===== src/core/pms_defines.svh =====
`ifndef PMS_DEFINES_SVH
`define PMS_DEFINES_SVH

// Clock and timing
`define PMS_CLK_MHZ 50
`define PMS_TEMP_PERIOD_US 6000
`define PMS_TEMP_PERIOD_CYC (`PMS_TEMP_PERIOD_US * `PMS_CLK_MHZ)
`define PMS_SCLK_MAX_KHZ 1000
`define PMS_SCLK_HALF_CYC ((`PMS_CLK_MHZ * 1000 + 2 * `PMS_SCLK_MAX_KHZ - 1) / (2 * `PMS_SCLK_MAX_KHZ))
`define PMS_ADC_MAX_US 165
`define PMS_FRAME_GAP_CYC (`PMS_ADC_MAX_US * `PMS_CLK_MHZ)

// Frame
`define PMS_FRAME_BITS 80
`define PMS_SAMPLE_BITS 16

// Device register offsets
`define PMS_DEV_CONFIG 8'h00
`define PMS_DEV_CONTROL 8'h04
`define PMS_DEV_CURRENT 8'h08
`define PMS_DEV_VIN 8'h0c
`define PMS_DEV_OUTPUT_VOLTAGE_PIN 8'h10
`define PMS_DEV_POWER 8'h14
`define PMS_DEV_ENERGY 8'h18
`define PMS_DEV_ENERGY_CNT 8'h1c
`define PMS_DEV_ROLLOVER 8'h20
`define PMS_DEV_PEAK_I 8'h24
`define PMS_DEV_PEAK_INPUT_VOLTAGE_CMD 8'h28
`define PMS_DEV_PEAK_OUTPUT_VOLTAGE_CMD 8'h2c
`define PMS_DEV_PEAK_P 8'h30
`define PMS_DEV_PEAK_T 8'h34
`define PMS_DEV_TEMP 8'h38

// Config fields: bit0 continuous, bits3:1 averaging exponent, bits5:4 voltage select
`define PMS_CFG_CONT 0
`define PMS_CFG_AVG_LO 1
`define PMS_CFG_VSEL_LO 4
`define PMS_VSEL_VIN 0
`define PMS_VSEL_OUTPUT_VOLTAGE_PIN 1
// Control fields
`define PMS_CTL_CONVERT 0
`define PMS_CTL_CLR_PEAK 1

// Host register offsets
`define PMS_HST_CONTROL 8'h00
`define PMS_HST_STATUS 8'h04
`define PMS_HST_RX0 8'h08
`define PMS_HST_RX1 8'h0c
`define PMS_HST_RX2 8'h10
// Host fields: control bit0 start, bits14:8 bit count; status bit0 busy, bit1 done
`define PMS_HCTL_START 0
`define PMS_HCTL_NBITS_LO 8
`define PMS_HST_BUSY 0
`define PMS_HST_DONE 1

`endif


===== src/core/pms_pkg.sv =====
package pms_pkg;

typedef enum logic [1:0] {
    PMS_ADC_IDLE = 2'b00,
    PMS_ADC_SAMPLE = 2'b01,
    PMS_ADC_TEMP = 2'b10
} pms_adc_st_t;

typedef enum logic [1:0] {
    PMS_HST_IDLE = 2'b00,
    PMS_HST_LOW = 2'b01,
    PMS_HST_HIGH = 2'b10,
    PMS_HST_GAP = 2'b11
} pms_hst_st_t;

typedef struct packed {
    logic cont;
    logic [2:0] avg_n;
    logic [1:0] vsel;
    logic conv_pend;
    pms_adc_st_t st;
    logic adc_req;
    logic adc_temp;
    logic [7:0] n_cnt;
    logic signed [22:0] sum_i;
    logic [22:0] sum_v;
    logic [22:0] sum_o;
    logic signed [38:0] sum_p;
    logic [15:0] res_i;
    logic [15:0] res_v;
    logic [15:0] res_o;
    logic [31:0] res_p;
    logic [15:0] res_t;
    logic [31:0] energy;
    logic [23:0] e_cnt;
    logic [7:0] e_roll;
    logic [23:0] snap_cnt;
    logic [15:0] pk_i;
    logic [15:0] pk_v;
    logic [15:0] pk_o;
    logic [31:0] pk_p;
    logic [15:0] pk_t;
    logic [79:0] frame_cur;
    logic [79:0] frame_prev;
    logic [79:0] frame_sh;
    logic [6:0] bits_left;
    logic active;
    logic dout;
    logic oe;
    logic sel_s1;
    logic sel_s2;
    logic sel_s3;
    logic clk_s1;
    logic clk_s2;
    logic clk_s3;
    logic [23:0] tmr;
    logic temp_due;
    logic temp_phase;
    logic [31:0] prdata;
    logic pready;
    logic pslverr;
} pms_dev_state_t;

typedef struct packed {
    pms_hst_st_t st;
    logic [15:0] cnt;
    logic [6:0] bits;
    logic [6:0] nbits;
    logic sel_n;
    logic sclk;
    logic [79:0] shreg;
    logic [79:0] rx;
    logic din_s1;
    logic din_s2;
    logic start_pend;
    logic done;
    logic [31:0] prdata;
    logic pready;
    logic pslverr;
} pms_hst_state_t;

endpackage : pms_pkg


===== src/core/pms_link_if.sv =====
`timescale 1ns/100ps
interface pms_link_if;
    logic serial_select_n;
    logic serial_shift_clock;
    logic serial_data_out;
    logic serial_data_oe;

    modport device (
        input serial_select_n,
        input serial_shift_clock,
        output serial_data_out,
        output serial_data_oe
    );

    modport host (
        output serial_select_n,
        output serial_shift_clock,
        input serial_data_out,
        input serial_data_oe
    );
endinterface : pms_link_if


===== src/core/pms_device.sv =====
// What this block does
// - Controller drives select and clock; device data
// - Frame is fixed 80 bits, no header
// - Mode 0, tolerant of same-edge capture
// - Controller keeps shift clock near 1 MHz
// - Select rising aborts the frame
// - Samples go out MSB first
// - Data output released when not transmitting
// - Single-shot: select falling starts conversion
// - Controller spaces selects by ADC time
// - First bit at select fall, then clock falls
// - Frame carries the sample before latest
// - Config on management bus, both concurrent
// - Current times input voltage gives power
// - Power accumulated, counted, rollover counted
// - Energy read snapshots count coherently
// - Average over 2^N samples, N 0..7
// - Single shot averages then reports once
// - Continuous mode keeps sampling, latest shown
// - Convert bit starts at transfer end
// - Peak holders keep highest since clear
// - Current signed, plus/minus sense span
// - Voltage source input, output or both
// - Temperature slot every 6 ms, result 12 ms
//
// The APB slave port and the register addresses were chosen for this implementation.
`timescale 1ns/100ps
`include "pms_defines.svh"
module pms_device #(
    parameter int TEMP_PERIOD_CYC = `PMS_TEMP_PERIOD_CYC
) (
    // Clock and reset
    input wire logic pclk,
    input wire logic presetn,
    // Management bus
    input wire logic psel,
    input wire logic penable,
    input wire logic pwrite,
    input wire logic [7:0] paddr,
    input wire logic [31:0] pwdata,
    output logic [31:0] prdata,
    output logic pready,
    output logic pslverr,
    // ADC
    output logic adc_req,
    output logic adc_temp,
    input wire logic adc_done,
    input wire logic [15:0] adc_current,
    input wire logic [15:0] adc_vin,
    input wire logic [15:0] adc_output_voltage_pin,
    input wire logic [15:0] adc_temperature,
    // Stream link
    pms_link_if.device link
);

    pms_pkg::pms_dev_state_t r_reg;
    pms_pkg::pms_dev_state_t r_next;

    assign prdata = r_reg.prdata;
    assign pready = r_reg.pready;
    assign pslverr = r_reg.pslverr;
    assign adc_req = r_reg.adc_req;
    assign adc_temp = r_reg.adc_temp;
    assign link.serial_data_out = r_reg.dout;
    assign link.serial_data_oe = r_reg.oe;

    ////////////////////////////////////////////////////////////////////////////
    always_comb begin
        logic sel_fall;
        logic sel_rise;
        logic clk_fall;
        logic setup;
        logic access_wr;
        logic signed [31:0] pwr;
        logic signed [22:0] si;
        logic [22:0] sv;
        logic [22:0] so;
        logic signed [38:0] sp;
        logic [32:0] esum;
        logic [15:0] ai;
        logic [15:0] av;
        logic [15:0] ao;
        logic [31:0] ap;
        logic [79:0] frame;
        sel_fall = 1'b0;
        sel_rise = 1'b0;
        clk_fall = 1'b0;
        setup = 1'b0;
        access_wr = 1'b0;
        pwr = '0;
        si = '0;
        sv = '0;
        so = '0;
        sp = '0;
        esum = '0;
        ai = '0;
        av = '0;
        ao = '0;
        ap = '0;
        frame = '0;
        r_next = r_reg;
        r_next.adc_req = 1'b0;
        r_next.pready = 1'b1;

        // Link inputs: first stage feeds only the second
        r_next.sel_s1 = link.serial_select_n;
        r_next.sel_s2 = r_reg.sel_s1;
        r_next.sel_s3 = r_reg.sel_s2;
        r_next.clk_s1 = link.serial_shift_clock;
        r_next.clk_s2 = r_reg.clk_s1;
        r_next.clk_s3 = r_reg.clk_s2;
        sel_fall = r_reg.sel_s3 & ~r_reg.sel_s2;
        sel_rise = ~r_reg.sel_s3 & r_reg.sel_s2;
        clk_fall = r_reg.clk_s3 & ~r_reg.clk_s2;

        // Management bus, zero wait states
        setup = psel & ~penable;
        access_wr = psel & penable & pwrite;
        if (setup) begin
            r_next.pslverr = 1'b0;
            case (paddr)
                `PMS_DEV_CONFIG: r_next.prdata = {26'h0, r_reg.vsel, r_reg.avg_n, r_reg.cont};
                `PMS_DEV_CONTROL: r_next.prdata = {31'h0, r_reg.conv_pend};
                `PMS_DEV_CURRENT: r_next.prdata = {{16{r_reg.res_i[15]}}, r_reg.res_i};
                `PMS_DEV_VIN: r_next.prdata = {16'h0, r_reg.res_v};
                `PMS_DEV_OUTPUT_VOLTAGE_PIN: r_next.prdata = {16'h0, r_reg.res_o};
                `PMS_DEV_POWER: r_next.prdata = r_reg.res_p;
                `PMS_DEV_ENERGY: begin
                    r_next.prdata = r_reg.energy;
                    r_next.snap_cnt = r_reg.e_cnt;
                end
                `PMS_DEV_ENERGY_CNT: r_next.prdata = {8'h0, r_reg.snap_cnt};
                `PMS_DEV_ROLLOVER: r_next.prdata = {24'h0, r_reg.e_roll};
                `PMS_DEV_PEAK_I: r_next.prdata = {{16{r_reg.pk_i[15]}}, r_reg.pk_i};
                `PMS_DEV_PEAK_INPUT_VOLTAGE_CMD: r_next.prdata = {16'h0, r_reg.pk_v};
                `PMS_DEV_PEAK_OUTPUT_VOLTAGE_CMD: r_next.prdata = {16'h0, r_reg.pk_o};
                `PMS_DEV_PEAK_P: r_next.prdata = r_reg.pk_p;
                `PMS_DEV_PEAK_T: r_next.prdata = {16'h0, r_reg.pk_t};
                `PMS_DEV_TEMP: r_next.prdata = {16'h0, r_reg.res_t};
                default: begin
                    r_next.prdata = 32'h0000_0000;
                    r_next.pslverr = 1'b1;
                end
            endcase
        end
        if (access_wr && paddr == `PMS_DEV_CONFIG) begin
            r_next.cont = pwdata[`PMS_CFG_CONT];
            r_next.avg_n = pwdata[`PMS_CFG_AVG_LO +: 3];
            r_next.vsel = pwdata[`PMS_CFG_VSEL_LO +: 2];
        end
        // Conversion is armed only as the access completes, like a stop condition
        if (access_wr && paddr == `PMS_DEV_CONTROL) begin
            if (pwdata[`PMS_CTL_CONVERT] && !r_reg.cont) begin
                r_next.conv_pend = 1'b1;
            end
            if (pwdata[`PMS_CTL_CLR_PEAK]) begin
                r_next.pk_i = 16'h8000;
                r_next.pk_v = 16'h0000;
                r_next.pk_o = 16'h0000;
                r_next.pk_p = 32'h8000_0000;
                r_next.pk_t = 16'h0000;
            end
        end

        ////////////////////////////////////////////////////////////////////////
        // Temperature slot timer
        if (r_reg.tmr >= 24'(TEMP_PERIOD_CYC - 1)) begin
            r_next.tmr = 24'h00_0000;
            r_next.temp_due = 1'b1;
        end else begin
            r_next.tmr = r_reg.tmr + 24'h00_0001;
        end

        // ADC sequencer
        case (r_reg.st)
            pms_pkg::PMS_ADC_IDLE: begin
                if (r_reg.temp_due) begin
                    r_next.temp_due = 1'b0;
                    r_next.adc_req = 1'b1;
                    r_next.adc_temp = 1'b1;
                    r_next.st = pms_pkg::PMS_ADC_TEMP;
                end else if (r_reg.cont || r_reg.conv_pend) begin
                    r_next.adc_req = 1'b1;
                    r_next.adc_temp = 1'b0;
                    r_next.st = pms_pkg::PMS_ADC_SAMPLE;
                end
            end
            pms_pkg::PMS_ADC_TEMP: begin
                if (adc_done) begin
                    r_next.temp_phase = ~r_reg.temp_phase;
                    // Two slots per result: slow diode sequence
                    if (r_reg.temp_phase) begin
                        r_next.res_t = adc_temperature;
                        if (adc_temperature > r_next.pk_t) begin
                            r_next.pk_t = adc_temperature;
                        end
                    end
                    r_next.st = pms_pkg::PMS_ADC_IDLE;
                end
            end
            pms_pkg::PMS_ADC_SAMPLE: begin
                if (adc_done) begin
                    pwr = $signed(adc_current) * $signed({1'b0, adc_vin[14:0]});
                    esum = {1'b0, r_reg.energy} + {1'b0, pwr};
                    r_next.energy = esum[31:0];
                    r_next.e_cnt = r_reg.e_cnt + 24'h00_0001;
                    if (esum[32]) begin
                        r_next.e_roll = r_reg.e_roll + 8'h01;
                    end
                    si = r_reg.sum_i + 23'(signed'(adc_current));
                    sv = r_reg.sum_v + {7'h00, adc_vin};
                    so = r_reg.sum_o + {7'h00, adc_output_voltage_pin};
                    sp = r_reg.sum_p + 39'(pwr);
                    if (r_reg.n_cnt == 8'((9'h001 << r_reg.avg_n) - 9'h001)) begin
                        ai = 16'(si >>> r_reg.avg_n);
                        av = 16'(sv >> r_reg.avg_n);
                        ao = 16'(so >> r_reg.avg_n);
                        ap = 32'(sp >>> r_reg.avg_n);
                        r_next.res_i = ai;
                        r_next.res_p = ap;
                        if (r_reg.vsel[`PMS_VSEL_VIN] || r_reg.vsel == 2'b00) begin
                            r_next.res_v = av;
                            // Compared with the cleared value, so a sample landing on a clear is kept
                            if (av > r_next.pk_v) r_next.pk_v = av;
                        end
                        if (r_reg.vsel[`PMS_VSEL_OUTPUT_VOLTAGE_PIN]) begin
                            r_next.res_o = ao;
                            if (ao > r_next.pk_o) r_next.pk_o = ao;
                        end
                        if ($signed(ai) > $signed(r_next.pk_i)) r_next.pk_i = ai;
                        if ($signed(ap) > $signed(r_next.pk_p)) r_next.pk_p = ap;
                        // One layout whatever the selection, tail padded with zeros
                        frame = {ai, r_next.res_v, r_next.res_o, r_reg.res_t, 16'h0000};
                        r_next.frame_prev = r_reg.frame_cur;
                        r_next.frame_cur = frame;
                        r_next.n_cnt = 8'h00;
                        r_next.sum_i = '0;
                        r_next.sum_v = '0;
                        r_next.sum_o = '0;
                        r_next.sum_p = '0;
                        // A convert written in the same cycle starts the next run
                        if (!(access_wr && paddr == `PMS_DEV_CONTROL && pwdata[`PMS_CTL_CONVERT])) begin
                            r_next.conv_pend = 1'b0;
                        end
                    end else begin
                        r_next.n_cnt = r_reg.n_cnt + 8'h01;
                        r_next.sum_i = si;
                        r_next.sum_v = sv;
                        r_next.sum_o = so;
                        r_next.sum_p = sp;
                    end
                    r_next.st = pms_pkg::PMS_ADC_IDLE;
                end
            end
            default: r_next.st = pms_pkg::PMS_ADC_IDLE;
        endcase

        ////////////////////////////////////////////////////////////////////////
        // Stream port; abort beats a coinciding shift
        if (sel_rise) begin
            r_next.active = 1'b0;
            r_next.oe = 1'b0;
        end else if (sel_fall) begin
            r_next.active = 1'b1;
            r_next.oe = 1'b1;
            r_next.frame_sh = r_reg.frame_prev;
            r_next.dout = r_reg.frame_prev[`PMS_FRAME_BITS - 1];
            r_next.bits_left = 7'(`PMS_FRAME_BITS - 1);
            if (!r_reg.cont) begin
                r_next.conv_pend = 1'b1;
            end
        end else if (clk_fall && r_reg.active) begin
            // Data moves on the falling edge, so it is stable at either capture edge
            if (r_reg.bits_left != 7'h00) begin
                r_next.frame_sh = {r_reg.frame_sh[`PMS_FRAME_BITS - 2:0], 1'b0};
                r_next.dout = r_reg.frame_sh[`PMS_FRAME_BITS - 2];
                r_next.bits_left = r_reg.bits_left - 7'h01;
            end else begin
                r_next.active = 1'b0;
                r_next.oe = 1'b0;
            end
        end
    end

    ////////////////////////////////////////////////////////////////////////////
    always_ff @(posedge pclk or negedge presetn) begin
        if (!presetn) begin
            r_reg <= '0;
            r_reg.sel_s1 <= 1'b1;
            r_reg.sel_s2 <= 1'b1;
            r_reg.sel_s3 <= 1'b1;
            r_reg.pk_i <= 16'h8000;
            r_reg.pk_p <= 32'h8000_0000;
        end else begin
            r_reg <= r_next;
        end
    end

endmodule : pms_device


===== src/flat_wrapper.sv =====
// flat-port wrapper written by rule: the top's interface ports become plain ports
module pms_device_flat 
#(
    parameter int TEMP_PERIOD_CYC = `PMS_TEMP_PERIOD_CYC
)
  (pclk, presetn, psel, penable, pwrite, paddr, pwdata, prdata, pready, pslverr, adc_req, adc_temp, adc_done, adc_current, adc_vin, adc_output_voltage_pin, adc_temperature, link_serial_select_n, link_serial_shift_clock, link_serial_data_out, link_serial_data_oe);
  pms_link_if link_i ();
  input wire logic pclk;
  input wire logic presetn;
  input wire logic psel;
  input wire logic penable;
  input wire logic pwrite;
  input wire logic [7:0] paddr;
  input wire logic [31:0] pwdata;
  output logic [31:0] prdata;
  output logic pready;
  output logic pslverr;
  output logic adc_req;
  output logic adc_temp;
  input wire logic adc_done;
  input wire logic [15:0] adc_current;
  input wire logic [15:0] adc_vin;
  input wire logic [15:0] adc_output_voltage_pin;
  input wire logic [15:0] adc_temperature;
  input wire logic [$bits(link_i.serial_select_n)-1:0] link_serial_select_n;
  input wire logic [$bits(link_i.serial_shift_clock)-1:0] link_serial_shift_clock;
  output wire logic [$bits(link_i.serial_data_out)-1:0] link_serial_data_out;
  output wire logic [$bits(link_i.serial_data_oe)-1:0] link_serial_data_oe;
  assign link_i.serial_select_n = link_serial_select_n;
  assign link_i.serial_shift_clock = link_serial_shift_clock;
  assign link_serial_data_out = link_i.serial_data_out;
  assign link_serial_data_oe = link_i.serial_data_oe;
  pms_device #(.TEMP_PERIOD_CYC(TEMP_PERIOD_CYC)) u_core (.pclk(pclk), .presetn(presetn), .psel(psel), .penable(penable), .pwrite(pwrite), .paddr(paddr), .pwdata(pwdata), .prdata(prdata), .pready(pready), .pslverr(pslverr), .adc_req(adc_req), .adc_temp(adc_temp), .adc_done(adc_done), .adc_current(adc_current), .adc_vin(adc_vin), .adc_output_voltage_pin(adc_output_voltage_pin), .adc_temperature(adc_temperature), .link(link_i));
endmodule

===== config.mk =====
export PLATFORM = sky130hd
export DESIGN_NAME = pms_device_flat
export DESIGN_NICKNAME = d
export VERILOG_FILES = /design/src/core/pms_pkg.sv /design/src/core/pms_link_if.sv /design/src/core/pms_device.sv /design/src/flat_wrapper.sv
export VERILOG_INCLUDE_DIRS = /design/src /design/src/core
export SDC_FILE = /design/constraint.sdc
export NUM_CORES = 2
export LEC_CHECK = 0
export ABC_CLOCK_PERIOD_IN_PS = 6400
export BUFFER_PORTS_ARGS = -buffer_cell sky130_fd_sc_hd__buf_4
export CORE_MARGIN = 2
export CORE_UTILIZATION = 45
export CTS_BUF_LIST = sky130_fd_sc_hd__clkbuf_8 sky130_fd_sc_hd__clkbuf_16
export CTS_CLUSTER_SIZE = 10
export DETAILED_ROUTE_END_ITERATION = 12
export RECOVER_POWER = 100
export SLEW_MARGIN = 25
export SYNTH_ARGS = -nofsm -noshare
export SYNTH_HDL_FRONTEND = slang
export SYNTH_SLANG_ARGS = --single-unit

===== constraint.sdc =====
create_clock -name pclk -period 6.4 [get_ports pclk]
set_clock_uncertainty 0.1 [all_clocks]
set_input_delay 0.64 -clock pclk [delete_from_list [all_inputs] [get_ports pclk]]
set_output_delay 0.64 -clock pclk [all_outputs]
set_load 0.005 [all_outputs]

Word level (Yosys, flattened, before mapping) --
Cells that the tools add are included.
Storage, ports and cells: register bits after elaboration 690, latch bits 0, memory bits (writable) 0, memory bits (read-only) 0, bits of input ports 112, output and inout port bits 38, logic and storage cells 173, memories kept 0
Cells by class: add/sub/neg operators 11, multiply operators 1, div/mod/pow operators 0, order comparisons 6, equal/unequal tests 21, shifts and indexed selects 5, mux-type cells 45, bitwise gates (word level) 12, reduce and logical (&&, ||, !) cells 27
Operators by type and width (number):
- 32-bit one-hot mux with 15 select lines | 1
- 80-bit two-way mux | 3
- 96-bit two-way mux | 2
- 89-bit two-way mux | 2
- 16-bit two-way mux | 11
- 116-bit two-way mux | 1
- 86-bit two-way mux | 1
- 23-bit by 16-bit adder with 23-bit output | 3
- 16-bit greater-than comparator | 4
- 8-bit by 6-bit == test with 1-bit output, second input constant | 7
- 24-bit by 1-bit adder with 24-bit output, second input constant | 2
- 23-bit by 3-bit >> shifter with 16-bit output | 2
- 39-bit by 32-bit adder with 39-bit output | 1
- 39-bit by 3-bit >>> shifter with 32-bit output | 1
- 32-bit by 32-bit adder with 33-bit output | 1
- 8-bit by 5-bit == test with 1-bit output, second input constant | 4
- 32-bit greater-than comparator | 1
- 16-bit by 16-bit multiplier with 32-bit output | 1
- 32-bit two-way mux | 1
- 24-bit by 19-bit >= comparator with 1-bit output, second input constant | 1
- 24-bit two-way mux | 1
- 23-bit by 3-bit >>> shifter with 16-bit output | 1
- 8-bit by 1-bit adder with 8-bit output, second input constant | 2
- 8-bit by 4-bit == test with 1-bit output, second input constant | 2
- 27 further kinds | 72

Depth between registers and ports, before layout --
depth after elaboration 11, mapped depth 52, depth with buffers taken out 47

Least setup slack after synthesis --
No wires, ideal clock.
path type input-to-reg, from input port adc_current[15], to register u_core.r_reg[349] (netlist name), library setup time 83 ps, arrival time 10857 ps, path slack -4640 ps, stages 46, path buffers 4, path through clkbuf_1 clkbuf_1 nand2_1 fa_1 fa_1 inv_1 fa_1 fa_1 fa_1 inv_1 fa_1 inv_1 ha_1 and3_1 nor2b_1 a221o_1 a2111oi_0 nor2_1 (+10 left out) xor2_1 nor2_1 a2111oi_0 a31o_2 a211oi_2 ha_1 nand4_1 nor2_1 and3_1 nand3_1 nor2_1 a221oi_1 nand3_1 o211ai_1 buf_2 clkbuf_1 nand3_1 o21ai_0
RTL lines:
- start: declaration | line flat_wrapper.sv:21 | input wire logic [15:0] adc_current;
- end signal: assignment | line pms_device.sv:295 | r_reg <= r_next;
- end: declaration | line pms_device.sv:56 | pms_pkg::pms_dev_state_t r_reg;

==> summary.md <==
| Metric | Value |
|---|---|
| Setup Viol. Count Final | `197` |
| Global routing met3 resource utilization | `0.03360` |
| Layout cells sized above 1 | `0.2253` |
| Remaining antenna violation count | `0` |
| Synthesized instance count | `5,342` |
| Ys Warns | `0` |
| Post-synth top area share | `0.3260` |
| Yosys cell types | `86` |
| Met2 GRT Util | `0.4761` |
| Largest net degree at the start of global routing | `163` |
| Clk pin slew, worst setup/hold paths | `0.06 ns` |
| Routed wire length | `151,300 um` |
| Ports | `150` |
| Relative slew slack | `-1.620` |
| Buffers and inverters on the worst path | `7` |
| Final-stage net count | `6,594` |
| Drt wl/cell | `20.55 um` |
| Crit start category | `primary input` |
| Max-slew violations | `1,015` |
| Most common cell in the synthesized netlist | `nand2_1` |
| Die area | `0.1084 mm^2` |
| Skew-Pair Late Insertion Delay | `0.66 ns` |
| Register area share after synthesis | `0.3288` |
| RSZ-0062 raised after global routing | `yes` |
| Final Instance Count excl. Fillers | `7,361` |
| Crit path time final | `10.01 ns` |
| CTS tree | `yes` |
| Number of global-route vias before repair | `41,510` |
| Multiplexer area fraction after synthesis | `0.05632` |
| Maxcap violations | `16` |
| Critical path's most frequent cell | `fa_1` |
| Synth top cells by count | `947 x nand2_1, 620 x dfrtp_1, 442 x o21ai_0` |
| Number of synthesized register bits | `625` |
| # diodes | `0` |
| Max FO, Critical Path | `6` |
| Fillcell total | `9,423` |
| Adder-cell share of the synthesized area | `0.1868` |
| Max FFs per register | `584` |
| GR peak layer | `met2` |
| Multi-input logic area | `0.03148 mm^2` |
| Placement Cell Area | `0.05432 mm^2` |
| Peak Freq | `99.94 MHz` |
| Placed cells | `7,158` |
| Vias | `41,430` |
| Setup TNS | `-226.15 ns` |
| Hold WC Path Type | `in -> reg` |
| DRT iter0 DRCs | `3,067` |
| Initial Util | `0.4527` |
| Design area | `0.05931 mm^2` |
| Slowest CP cell | `fa_1` |
| Largest cells by area after synthesis | `dfrtp_1 33%, fa_1 11%, ha_1 8.1%` |
| Via/cell ratio | `5.629` |
| I/O Buffers | `123` |
| Sequential cell area | `0.01566 mm^2` |
| Grt ovf | `0` |
| P&R area growth vs syn | `24.64%` |
| Largest stage delay, worst path | `0.52 ns` |
| Tot GR Track Use | `0.2800` |
| Violated checks | `capacitance limit, slew limit, setup timing` |
| Worst Slack Setup Final | `-3.606 ns` |
| Placer Congestion | `0.9714` |
| Initial antenna violation count | `3` |
| Clock sink count | `625` |
| Synth Area in XOR/XNOR | `0.03973` |
| Simple-gate share of the synthesized area | `0.1578` |
| Syn_area_per_cell | `8.908 um^2` |
| Actual slew at the worst max-slew pin | `3.930 ns` |
| Element type at the critical path end | `flip-flop` |
| Setup Crit Path Kind | `in -> reg` |
| TritonCTS Buffers | `78` |
| First-pass GRT wire length | `237,700 um` |
| CTS Root Cell | `clkbuf_16` |
| DR pass1 iterations | `6` |
| Critical path's top delay family | `adder cells` |
| Final count of hold timing violations | `0` |
| Core Box Area | `0.1051 mm^2` |
| CTS H-Tree Depth | `3` |
| Max clock buf depth | `3` |
| Drt drc | `0` |
| Die H | `329.2 um` |
| CP arrival | `10.44 ns` |
| Main combinational cell family by area after synthesis | `adder cells` |
| FP Rows | `119` |
| Number of flops mapped to enable cells by yosys | `0` |
| GR Layer Usage met1 | `0.3691` |
| Compound-Gate Fraction of Synth Area | `0.1707` |
| CP Data Required Time | `6.83 ns` |
| Chip Width | `329.2 um` |
| Crit share post-route | `1.563` |
| Outcome | `finished with violations` |
| Area leader, netlist | `dfrtp_1` |
| Share of flip-flops with an asynchronous set or reset | `1.000` |
| Ys flop type | `dfrtp_1` |
| Post-DP HPWL | `112,800 um` |
| Area of the mapped netlist | `0.04759 mm^2` |
==> timing repair <==
| item | CTS | global route |
|---|---|---|
| gates resized for setup | 212 | 264 |
| pin swaps | 67 | 134 |
| endpoints found under the setup margin | 112 | 117 |
| endpoints found under the hold margin | 26 | 0 |
| cloned | 4 | 3 |
| buffers inserted | 93 | 47 |
| hold buffers | 3 | 0 |
==> layout make-up <==
cell class              instances  share of cell area
inverters                     425             0.02696
clock buffers                  87             0.03500
multi-input cells            3997              0.5308
flip-flops and latches        625              0.2640
repair buffers                796              0.1081
well taps                    1391             0.02934
clock inverters                40            0.005738
==> per-layer routing <==
layer / wire (um) / share of wire
met2: 72960 / 0.48
met3: 8170 / 0.054
met5: 27 / 0.00018
met4: 6689 / 0.044
met1: 63430 / 0.42
==> cells in the final DEF, fill, tap and decap left out, drive strengths merged, types with 155 or more instances in the layout <==
master and instances:
inv 450, ha 308, o21ai 449, buf 725, mux2i 162, nand2 947
a21oi 240, dfrtp 620, nor2 244, fa 251, clkbuf 155
==> kinds of logic after synthesis <==
family / after synthesis
xor+xnor: 215
buf+inv: 724
other cells: 2
simple gates: 1698
mux: 247
fa+ha+maj: 560
flops: 625
compound gates: 1271
==> metrics by stage <==
step                      setup slack, ns    util  hold slack [ns]
after CTS                          -3.521  0.5539          0.07324
after global placement             -4.240  0.5165           0.2360
after detailed placement           -4.424  0.5168           0.2464
after global routing               -4.018  0.5642          0.09636
final                              -3.606  0.5642           0.1056
after floorplan                    -3.649       -           0.2312
==> tightest hold or removal path: stages <==
cell	delay, ns
buf_4	0.09
nand2_1	0.04
o21ai_0	0.06
==> path summary, 6_finish.rpt <==
kind / start / endpoint / slack [ns] / depth (start not counted)
setup / recovery: adc_current[6] / u_core.r_reg[362] / -3.61 / 44
hold / removal: pwdata[2] / u_core.r_reg[720] / 0.11 / 3
setup reg to reg: u_core.r_reg[720] / u_core.r_reg[547] / -0.80 / 10
hold reg to reg: u_core.r_next[64] / u_core.r_next[63] / 0.27 / 0
max in group asynchronous: presetn / u_core.prdata[31] / 0.84 / 4
min in group asynchronous: presetn / u_core.r_reg[45] / 0.68 / 2
Power is not shown: default switching activity piles up to over one toggle a cycle in this logic, so the estimate is an artifact.
